`config.mk`:
```
export PLATFORM = sky130hd
export DESIGN_NAME = dcc_host_ctrl
export DESIGN_NICKNAME = d
export VERILOG_FILES = /design/src/dcc_timebase.v /design/src/dcc_hold_timer.v /design/src/dcc_host_ctrl.v
export VERILOG_INCLUDE_DIRS = /design/src /design/src/src
export SDC_FILE = /design/constraint.sdc
export NUM_CORES = 1
export LEC_CHECK = 0
export ABC_AREA = 1
export BUFFER_PORTS_ARGS = -buffer_cell sky130_fd_sc_hd__buf_4
export CAP_MARGIN = 20
export CORE_MARGIN = 5
export CORE_UTILIZATION = 30
export DETAILED_ROUTE_END_ITERATION = 7
export PLACE_DENSITY = 0.42
export SETUP_SLACK_MARGIN = 0.15
export SKIP_CTS_REPAIR_TIMING = 1
export SYNTH_ARGS = -nofsm -noshare
export SYNTH_HDL_FRONTEND = slang
export SYNTH_SLANG_ARGS = --single-unit
```
`constraint.sdc`:
```
create_clock -name ref_clk_i -period 5.1 [get_ports ref_clk_i]
set_input_delay 1.02 -clock ref_clk_i [delete_from_list [all_inputs] [get_ports ref_clk_i]]
set_output_delay 1.02 -clock ref_clk_i [all_outputs]
set_load 0.03 [all_outputs]
```
`src/dcc_defs.vh`:
```
/*
 Constants for the head-end channel-change controller: initialization
 technique codes, message codes, timer figures and state codes.
 Assumes a 125 MHz reference clock; timer counts derive from it.
*/
`ifndef DCC_DEFS_VH
`define DCC_DEFS_VH

// ********************************************************************
// Clock and timing
// ********************************************************************
`define DCC_CLK_HZ 125000000
`define DCC_T13_MS 1000
`define DCC_T15_MIN_MS 4000
`define DCC_T15_MAX_MS 35000
`define DCC_JUMP_DEF_MS 1300
`define DCC_RNG_INIT_MS 30000
`define DCC_RNG_PROC_MS 40
`define DCC_CYC_PER_MS (`DCC_CLK_HZ / 1000)

// ********************************************************************
// Initialization techniques (field in the request)
// ********************************************************************
`define DCC_TECH_REINIT 3'h0
`define DCC_TECH_BCAST 3'h1
`define DCC_TECH_UNICAST 3'h2
`define DCC_TECH_DIRECT 3'h3
`define DCC_TECH_ABSENT 3'h7

// ********************************************************************
// Message codes on the message port
// ********************************************************************
`define DCC_MSG_REQ 2'h1
`define DCC_MSG_RNG_ABORT 2'h2

// ********************************************************************
// Controller states
// ********************************************************************
`define DCC_ST_IDLE 3'h0
`define DCC_ST_SEND 3'h1
`define DCC_ST_HOLD 3'h2
`define DCC_ST_DONE 3'h3
`define DCC_ST_FAIL 3'h4

`endif

```
`src/dcc_timebase.v`:
```
/*
 Free-running millisecond time base for the controller.
 Assumes a synchronous clock enable that freezes it when low.
*/
`default_nettype none

module dcc_timebase #(
	parameter integer CYC_PER_MS = 125000,
	parameter integer W = 32
) (
	// Clock and reset
	input wire ref_clk_i,
	input wire nrst_i,
	input wire en_i,
	// Time
	output reg [W-1:0] now_ms_o,
	output reg tick_o
);
	reg [31:0] pre;

	// Prescaler to one tick per millisecond
	always @(posedge ref_clk_i or negedge nrst_i) begin
		if (!nrst_i) begin
			pre <= 32'h0;
			now_ms_o <= {W{1'b0}};
			tick_o <= 1'b0;
		end else if (en_i) begin
			tick_o <= 1'b0;
			if (pre == CYC_PER_MS - 1) begin
				pre <= 32'h0;
				now_ms_o <= now_ms_o + 1'b1;
				tick_o <= 1'b1;
			end else begin
				pre <= pre + 32'h1;
			end
		end
	end
endmodule // dcc_timebase

`default_nettype wire

```
`src/dcc_hold_timer.v`:
```
/*
 One resource-hold timer: counts down in milliseconds from a load.
 Assumes tick_i is a one-cycle millisecond strobe from the time base.
*/
`default_nettype none

module dcc_hold_timer #(
	parameter integer W = 32
) (
	// Clock and reset
	input wire ref_clk_i,
	input wire nrst_i,
	input wire en_i,
	// Control
	input wire tick_i,
	input wire load_i,
	input wire [W-1:0] load_ms_i,
	input wire stop_i,
	// Status
	output reg running_o,
	output reg expired_o
);
	reg [W-1:0] left;

	// Load wins over stop so a fresh request always restarts the hold
	always @(posedge ref_clk_i or negedge nrst_i) begin
		if (!nrst_i) begin
			left <= {W{1'b0}};
			running_o <= 1'b0;
			expired_o <= 1'b0;
		end else if (en_i) begin
			expired_o <= 1'b0;
			if (load_i) begin
				left <= load_ms_i;
				running_o <= 1'b1;
			end else if (stop_i) begin
				running_o <= 1'b0;
			end else if (running_o && tick_i) begin
				if (left <= 1) begin
					running_o <= 1'b0;
					expired_o <= 1'b1;
				end else begin
					left <= left - 1'b1;
				end
			end
		end
	end
endmodule // dcc_hold_timer

`default_nettype wire

```
`src/dcc_host_ctrl.v`:
```
/*
 Head-end controller for a dynamic channel change. It issues the
 change request to a registered modem, then holds old-channel and
 new-channel resources under two hold timers, reacting to depart,
 arrive, presence and re-init indications from the receive path.
 Assumes all inputs are synchronous to ref_clk_i and that the MAC
 message path turns request strobes into frames.
*/
// Operation
// - Head end may request a change any time after registration.
// - Changes may target the same or a different MAC domain.
// - Every initialization technique can be requested.
// - Management-started and internal changes are both accepted.
// - With re-init, head end never waits for a new-channel response.
// - Depart response never releases old-channel resources.
// - New-channel resources usable without waiting for arrive.
// - Old resources held T13 after last request or until presence.
// - New resources held T15 after last request or depart unless modem seen.
// - Re-init technique reserves nothing new and runs no T15.
// - Non-zero technique: re-init seen may free new resources early.
// - T15 computed from technique and local configuration, bounded.
// - Late initial-ranging arrival on removed resources gets ranging abort.
// - Cross-subnet moves should use a connectivity-safe technique; the commanded technique is passed on unchecked.
// - Old and new upstream channel identifiers should differ.
// - T15 lies between four and 35 seconds.
// - No jump time reported means assume 1.3 seconds.
`default_nettype none
`include "dcc_defs.vh"

module dcc_host_ctrl #(
	parameter integer TW = 32,
	parameter integer CYC_PER_MS = `DCC_CYC_PER_MS,
	parameter integer T13_MS = `DCC_T13_MS,
	parameter integer T15_MIN_MS = `DCC_T15_MIN_MS,
	parameter integer T15_MAX_MS = `DCC_T15_MAX_MS,
	parameter integer JUMP_DEF_MS = `DCC_JUMP_DEF_MS,
	parameter integer RNG_INIT_MS = `DCC_RNG_INIT_MS,
	parameter integer RNG_PROC_MS = `DCC_RNG_PROC_MS,
	parameter integer UCID_W = 8
) (
	// Clock, reset and enable
	input wire ref_clk_i,
	input wire nrst_i,
	input wire clk_en_i,
	// Change command (internal or management)
	input wire cm_registered_i,
	input wire cmd_valid_i,
	input wire cmd_mgmt_i,
	input wire cmd_change_us_i,
	input wire cmd_change_ds_i,
	input wire cmd_inter_domain_i,
	input wire [2:0] cmd_tech_i,
	input wire [UCID_W-1:0] cmd_old_ucid_i,
	input wire [UCID_W-1:0] cmd_new_ucid_i,
	input wire [TW-1:0] unicast_rng_period_ms_i,
	output reg cmd_ready_o,
	// Message transmit strobes
	output reg msg_valid_o,
	output reg [1:0] msg_code_o,
	output reg [2:0] msg_tech_o,
	output reg msg_change_us_o,
	output reg msg_change_ds_o,
	output reg msg_inter_domain_o,
	output reg [UCID_W-1:0] msg_ucid_o,
	// Indications from the receive path
	input wire rsp_depart_i,
	input wire rsp_jump_valid_i,
	input wire [TW-1:0] rsp_jump_ms_i,
	input wire rsp_arrive_i,
	input wire cm_present_new_i,
	input wire cm_reinit_seen_i,
	input wire cm_use_removed_i,
	// Resource holds and status
	output reg hold_old_o,
	output reg hold_new_o,
	output reg [TW-1:0] req_stamp_o,
	output reg [2:0] state_o,
	output reg done_o,
	output reg fail_o
);
	// ****************************************************************
	// Time base and hold timers
	// ****************************************************************
	wire tick;
	wire [TW-1:0] now_ms;
	wire t13_run;
	wire t13_exp;
	wire t15_run;
	wire t15_exp;
	reg t13_load;
	reg t15_load;
	reg t13_stop;
	reg t15_stop;
	reg [TW-1:0] t15_ms;

	dcc_timebase #(.CYC_PER_MS(CYC_PER_MS), .W(TW)) u_tb (
		.ref_clk_i(ref_clk_i),
		.nrst_i(nrst_i),
		.en_i(clk_en_i),
		.now_ms_o(now_ms),
		.tick_o(tick)
	);

	dcc_hold_timer #(.W(TW)) u_t13 (
		.ref_clk_i(ref_clk_i),
		.nrst_i(nrst_i),
		.en_i(clk_en_i),
		.tick_i(tick),
		.load_i(t13_load),
		.load_ms_i(T13_MS[TW-1:0]),
		.stop_i(t13_stop),
		.running_o(t13_run),
		.expired_o(t13_exp)
	);

	dcc_hold_timer #(.W(TW)) u_t15 (
		.ref_clk_i(ref_clk_i),
		.nrst_i(nrst_i),
		.en_i(clk_en_i),
		.tick_i(tick),
		.load_i(t15_load),
		.load_ms_i(t15_ms),
		.stop_i(t15_stop),
		.running_o(t15_run),
		.expired_o(t15_exp)
	);

	// ****************************************************************
	// Controller state
	// ****************************************************************
	reg [2:0] state;
	reg [2:0] tech;
	reg [TW-1:0] jump_ms;
	reg reinit_mode;
	reg new_removed;
	reg [TW-1:0] rng_ms;
	reg [TW-1:0] t15_raw;
	reg [TW-1:0] jump_eff;

	// A jump time reported with this depart counts at once, not one load late
	always @* begin
		if (state == `DCC_ST_HOLD && rsp_depart_i && rsp_jump_valid_i)
			jump_eff = rsp_jump_ms_i;
		else
			jump_eff = jump_ms;
	end

	// Ranging share of T15 per technique
	always @* begin
		case (tech)
			`DCC_TECH_BCAST: rng_ms = RNG_INIT_MS[TW-1:0];
			`DCC_TECH_UNICAST,
			`DCC_TECH_DIRECT: rng_ms = (unicast_rng_period_ms_i << 1) + RNG_PROC_MS[TW-1:0];
			default: rng_ms = {TW{1'b0}};
		endcase
	end

	// T15 = jump time plus ranging time, clamped to policy limits
	always @* begin
		t15_raw = jump_eff + rng_ms;
		if (t15_raw < T15_MIN_MS[TW-1:0])
			t15_raw = T15_MIN_MS[TW-1:0];
		else if (t15_raw > T15_MAX_MS[TW-1:0])
			t15_raw = T15_MAX_MS[TW-1:0];
		t15_ms = t15_raw;
	end

	// Timer controls, decoded from state and indications
	always @* begin
		t13_load = 1'b0;
		t15_load = 1'b0;
		t13_stop = 1'b0;
		t15_stop = 1'b0;
		if (state == `DCC_ST_SEND) begin
			t13_load = 1'b1;
			t15_load = !reinit_mode;
		end else if (state == `DCC_ST_HOLD) begin
			// Depart alone never stops the old hold
			t13_stop = cm_present_new_i;
			t15_stop = cm_present_new_i || cm_reinit_seen_i;
			// Later jump time restarts T15 from new estimate
			t15_load = rsp_depart_i && !reinit_mode && !cm_present_new_i;
		end
	end

	// Main sequencer: take command, send request, hold, finish
	always @(posedge ref_clk_i or negedge nrst_i) begin
		if (!nrst_i) begin
			state <= `DCC_ST_IDLE;
			tech <= `DCC_TECH_REINIT;
			jump_ms <= {TW{1'b0}};
			reinit_mode <= 1'b0;
			new_removed <= 1'b0;
			cmd_ready_o <= 1'b0;
			msg_valid_o <= 1'b0;
			msg_code_o <= 2'h0;
			msg_tech_o <= 3'h0;
			msg_change_us_o <= 1'b0;
			msg_change_ds_o <= 1'b0;
			msg_inter_domain_o <= 1'b0;
			msg_ucid_o <= {UCID_W{1'b0}};
			hold_old_o <= 1'b0;
			hold_new_o <= 1'b0;
			req_stamp_o <= {TW{1'b0}};
			state_o <= `DCC_ST_IDLE;
			done_o <= 1'b0;
			fail_o <= 1'b0;
		end else if (clk_en_i) begin
			msg_valid_o <= 1'b0;
			done_o <= 1'b0;
			fail_o <= 1'b0;
			case (state)
				`DCC_ST_IDLE: begin
					// Only registered modems may be moved
					cmd_ready_o <= cm_registered_i;
					// Removed-resource mark survives a timed-out move so a late arrival can be aborted
					// Internal and management commands share one path
					if (cmd_valid_i && cmd_ready_o && cm_registered_i &&
					    (cmd_change_us_i || cmd_change_ds_i)) begin
						cmd_ready_o <= 1'b0;
						new_removed <= 1'b0;
						tech <= cmd_tech_i;
						// Absent field makes the modem re-init
						reinit_mode <= (cmd_tech_i == `DCC_TECH_REINIT) ||
						               (cmd_tech_i == `DCC_TECH_ABSENT);
						jump_ms <= JUMP_DEF_MS[TW-1:0];
						msg_change_us_o <= cmd_change_us_i;
						msg_change_ds_o <= cmd_change_ds_i;
						msg_inter_domain_o <= cmd_inter_domain_i;
						msg_tech_o <= cmd_tech_i; // Commanded choice kept, inter-domain not checked
						// Commanded upstream id when it differs from the old one, else bumped by one
						msg_ucid_o <= (cmd_new_ucid_i != cmd_old_ucid_i) ? cmd_new_ucid_i :
						              cmd_new_ucid_i + 1'b1;
						state <= `DCC_ST_SEND;
					end else if (cm_use_removed_i && new_removed && tech == `DCC_TECH_BCAST) begin
						// Late initial-ranging arrival after the hold lapsed still gets an abort
						cmd_ready_o <= 1'b0;
						new_removed <= 1'b0;
						msg_valid_o <= 1'b1;
						msg_code_o <= `DCC_MSG_RNG_ABORT;
						state <= `DCC_ST_FAIL;
					end
				end
				`DCC_ST_SEND: begin
					// Request goes out; timers start on this cycle
					msg_valid_o <= 1'b1;
					msg_code_o <= `DCC_MSG_REQ;
					req_stamp_o <= now_ms;
					hold_old_o <= 1'b1;
					// New resources usable at once, no arrive needed
					hold_new_o <= !reinit_mode;
					state <= `DCC_ST_HOLD;
				end
				`DCC_ST_HOLD: begin
					// Reported jump time replaces the default
					if (rsp_depart_i && rsp_jump_valid_i)
						jump_ms <= rsp_jump_ms_i;
					// Old side freed by presence or T13 here, by arrive below
					if (cm_present_new_i || t13_exp)
						hold_old_o <= 1'b0;
					// New side freed by re-init or T15, unless presence seen
					if (!cm_present_new_i && (cm_reinit_seen_i || t15_exp)) begin
						hold_new_o <= 1'b0;
						new_removed <= !reinit_mode;
					end
					// Late initial-ranging arrival gets an abort
					if (cm_use_removed_i && new_removed && tech == `DCC_TECH_BCAST) begin
						msg_valid_o <= 1'b1;
						msg_code_o <= `DCC_MSG_RNG_ABORT;
						state <= `DCC_ST_FAIL;
					end else if (cm_present_new_i || rsp_arrive_i) begin
						// Presence or arrive: old side freed, change done
						hold_old_o <= 1'b0;
						state <= `DCC_ST_DONE;
					end else if (!t13_run && !t15_run && !t13_load && !t15_load &&
					             !hold_new_o && (reinit_mode || new_removed)) begin
						hold_old_o <= 1'b0;
						state <= reinit_mode ? `DCC_ST_DONE : `DCC_ST_FAIL;
					end
				end
				`DCC_ST_DONE: begin
					// With re-init the new holder releases nothing here
					hold_new_o <= 1'b0;
					new_removed <= 1'b0;
					done_o <= 1'b1;
					state <= `DCC_ST_IDLE;
				end
				`DCC_ST_FAIL: begin
					hold_old_o <= 1'b0;
					hold_new_o <= 1'b0;
					fail_o <= 1'b1;
					state <= `DCC_ST_IDLE;
				end
				default: state <= `DCC_ST_IDLE;
			endcase
			state_o <= state;
		end
	end
endmodule // dcc_host_ctrl

`default_nettype wire

```
==> out/results.txt <==
Critical Path RT: 5.55 ns
synth top area cells: dfrtp_1, nand2_1, inv_1
final WL: 50.1 mm
final net count: 2600
Longest Clk Path Bufs: 3
Buf/Inv on CP: 3
worst-path fanout max: 11
CTS buffer count: 29
post-synthesis sequential area ratio: 36.3%
die height: 238 um
total number of vias: 15032
layout cell share with drive strength beyond 1: 13.2%
dominant cell type by area after synthesis: dfrtp_1
maximum vdd drop: 364 uV
Lkg Pwr: 9.32 nW
maxcap violations: 0
crit share post-route: 88.6%
Fin. Hold Viols: 0
clock slew at reported path FFs: 0.06 ns
Distinct cells, synth: 60
first-pass GRT wire length: 80.6 mm
Residual DRC: 0
DRT iter0 DRCs: 759
die area: 56800 sq um
Via-to-Cell Ratio: 4.75
CP Launch Type: primary input
grt total ovfl: 0
outcome: finished, final reports clean
IO Pins: 155
mapped cell area: 15600 sq um
synthesized area per cell: 6.82 sq um
initial antenna violation count: 2
Ys Warns: 0
CP Launch Point: unicast_rng_period_ms_i[2]
Critical-path top delay cell: ha_1
Worst Path Arrival: 4.97 ns
Post-Layout Cell Count: 3165
wire per inst: 15.8 um
placed cell count: 3111
Tot Pwr: 0.00862 W
Routability Congestion: 0.868
fin worst setup slack: 0.584 ns
synth cell count leaders: nand2_1, inv_1, nor2_1
power density over the cells: 460 nW/um^2
CP endpoint kind: flip-flop
Worst Max-Slew Pin Slew: 0.975 ns
most frequently used flop master after synthesis: dfrtp_1
setup violators final: 0
Hold WC Path Type: reg -> reg
Post-synth EDFFs: 0
#FFs+latches synth: 227
Port Buffers: 152
cell with the most instances after synthesis: nand2_1
Setup WS pre-CTS: -0.0511 ns
drt pass-1 iters: 5
hold path startpoint: req_stamp_o[5]$_DFFE_PN0P_
clock skew: 0.0209 ns
Post-DP HPWL: 39.5 mm
post-route ant nets: 0
Slew HR: 35.0%
placed inst area: 17700 sq um
vias in the first global route: 14753
crit-path leading delay family: simple AND/OR/NAND/NOR gates
Area growth syn-to-layout: 19.8%
CP max stage delay: 0.36 ns
gr usage total: 17.3%
crit path time final: 4.52 ns
Slew Limit Fails: 0
CTS Sinks: 227
root buffer cell: clkbuf_16
RSZ-0062 raised after global routing: false
critical path class: in -> reg
start of the worst register-to-register path: state[2]$_DFFE_PN0P_
CP most frequent cell: nand2_1
H-tree Lvls: 1
Starting Density: 30.4%
CTS tree: yes
pin count of the biggest net entering global routing: 105
post-route cell area: 18700 sq um
chip width: 238 um
Yosys top cell area share: 36.3%
floorplan core area: 51500 sq um
row count: 83
Post-Synthesis Cells: 2292
syn_nets: 2429
ys async rst share: 100%
fmax: 221 MHz
Filler cells: 5684
Clock Latency Late Sink: 0.57 ns
[registers in the layout, summed over array words and instances (netlist names), 2 cells and up]
register / cells
state: 3
u_tb.now_ms_o: 32
msg_code_o: 2
jump_ms: 32
msg_ucid_o: 8
u_t15.left: 32
tech: 3
state_o: 3
req_stamp_o: 32
u_t13.left: 32
u_tb.pre: 32
[worst min-delay path, cell delays in order (launching register included)]
cell and delay, ns:
dfrtp_1 0.34, nand2_1 0.05, nand2_1 0.04
[worst paths after layout]
kind / end / cells past startpoint / slack (ns)
worst max-delay path: u_t15.left[9]$_DFFE_PN0P_ / 30 / 0.58
worst min-delay path: req_stamp_o[5]$_DFFE_PN0P_ / 2 / 0.47
worst max register to register: u_t15.left[10]$_DFFE_PN0P_ / 26 / 0.92
worst min register to register: req_stamp_o[5]$_DFFE_PN0P_ / 2 / 0.47
max in group asynchronous: req_stamp_o[6]$_DFFE_PN0P_ / 2 / 3.30
min in group asynchronous: u_t15.left[15]$_DFFE_PN0P_ / 1 / 0.48
[cells by family (layout without fill, tap and decap cells)]
kind of cell,count (synthesis),after routing,synth area share (%)
AND/OR/NAND/NOR,1220,1221,34.2
buffers and inverters,377,567,9.26
AO/OA/AOI/OAI,333,333,11.5
flip-flops,227,227,36.3
XOR/XNOR,87,87,4.87
adder cells (fa/ha/maj),39,39,3.17
multiplexers,9,9,0.648
other,0,2,0
[final cells by class]
class | instances | area, sq um | area share (%)
clock inverters | 13 | 161 | 0.862
diodes | 2 | 5.00 | 0.0267
well taps | 680 | 851 | 4.54
multi-input cells | 1689 | 8570 | 45.7
flip-flops and latches | 227 | 5680 | 30.3
clock buffers | 38 | 820 | 4.38
inverters | 333 | 1250 | 6.67
repair buffers | 183 | 1390 | 7.44
[per-layer routing]
metal	track usage (%)	routed length, um	vias up
met4	3.17	743	0
met5	0	0	-
li1	-	-	7717
met3	2.03	1880	44
met2	27.6	22500	233
met1	25.5	25000	7038
[through the flow]
step / setup TNS [ns] / hold slack, ns / utilization, %
floorplan: 0 / 0.442 / -
global placement: -0.452 / 0.455 / 34.3
detailed placement: -0.213 / 0.459 / 34.3
CTS: 0 / 0.474 / 36.2
global route: 0 / 0.491 / 36.4
finish: 0 / 0.469 / 36.4
[placed cells by master, fill, tap and decap left out, types with 7 or more instances in the layout]
master     netlist  layout
xor2_1          79      79
o21ai_0        191     191
nor3_2           5       7
xnor2_1          8       8
nand3_1        107     106
inv_1          321     321
nand3_2          7       7
dfrtp_1        227     227
ha_1            38      37
clkbuf_16        0      29
a21oi_2          6       8
inv_2           12      12
nor4_1          20      20
nand2_1        636     636
nand3b_1        14      14
nor2_1         257     255
buf_4            1     181
a21oi_1         92      90
clkinv_2         0       7
nand2_2         15      15
o31ai_1         19      19
nor3_1          59      57
nand4_1         50      50
nor2_2          16      17
mux2_2           9       9
[power by group]
part | switching, W | internal (W)
logic | 0.00256 | 0.00129
registers | 0.000407 | 0.00226
clock network | 0.000824 | 0.00128
total | 0.00379 | 0.00483
No activity file was read; power rests on OpenSTA's default activity.
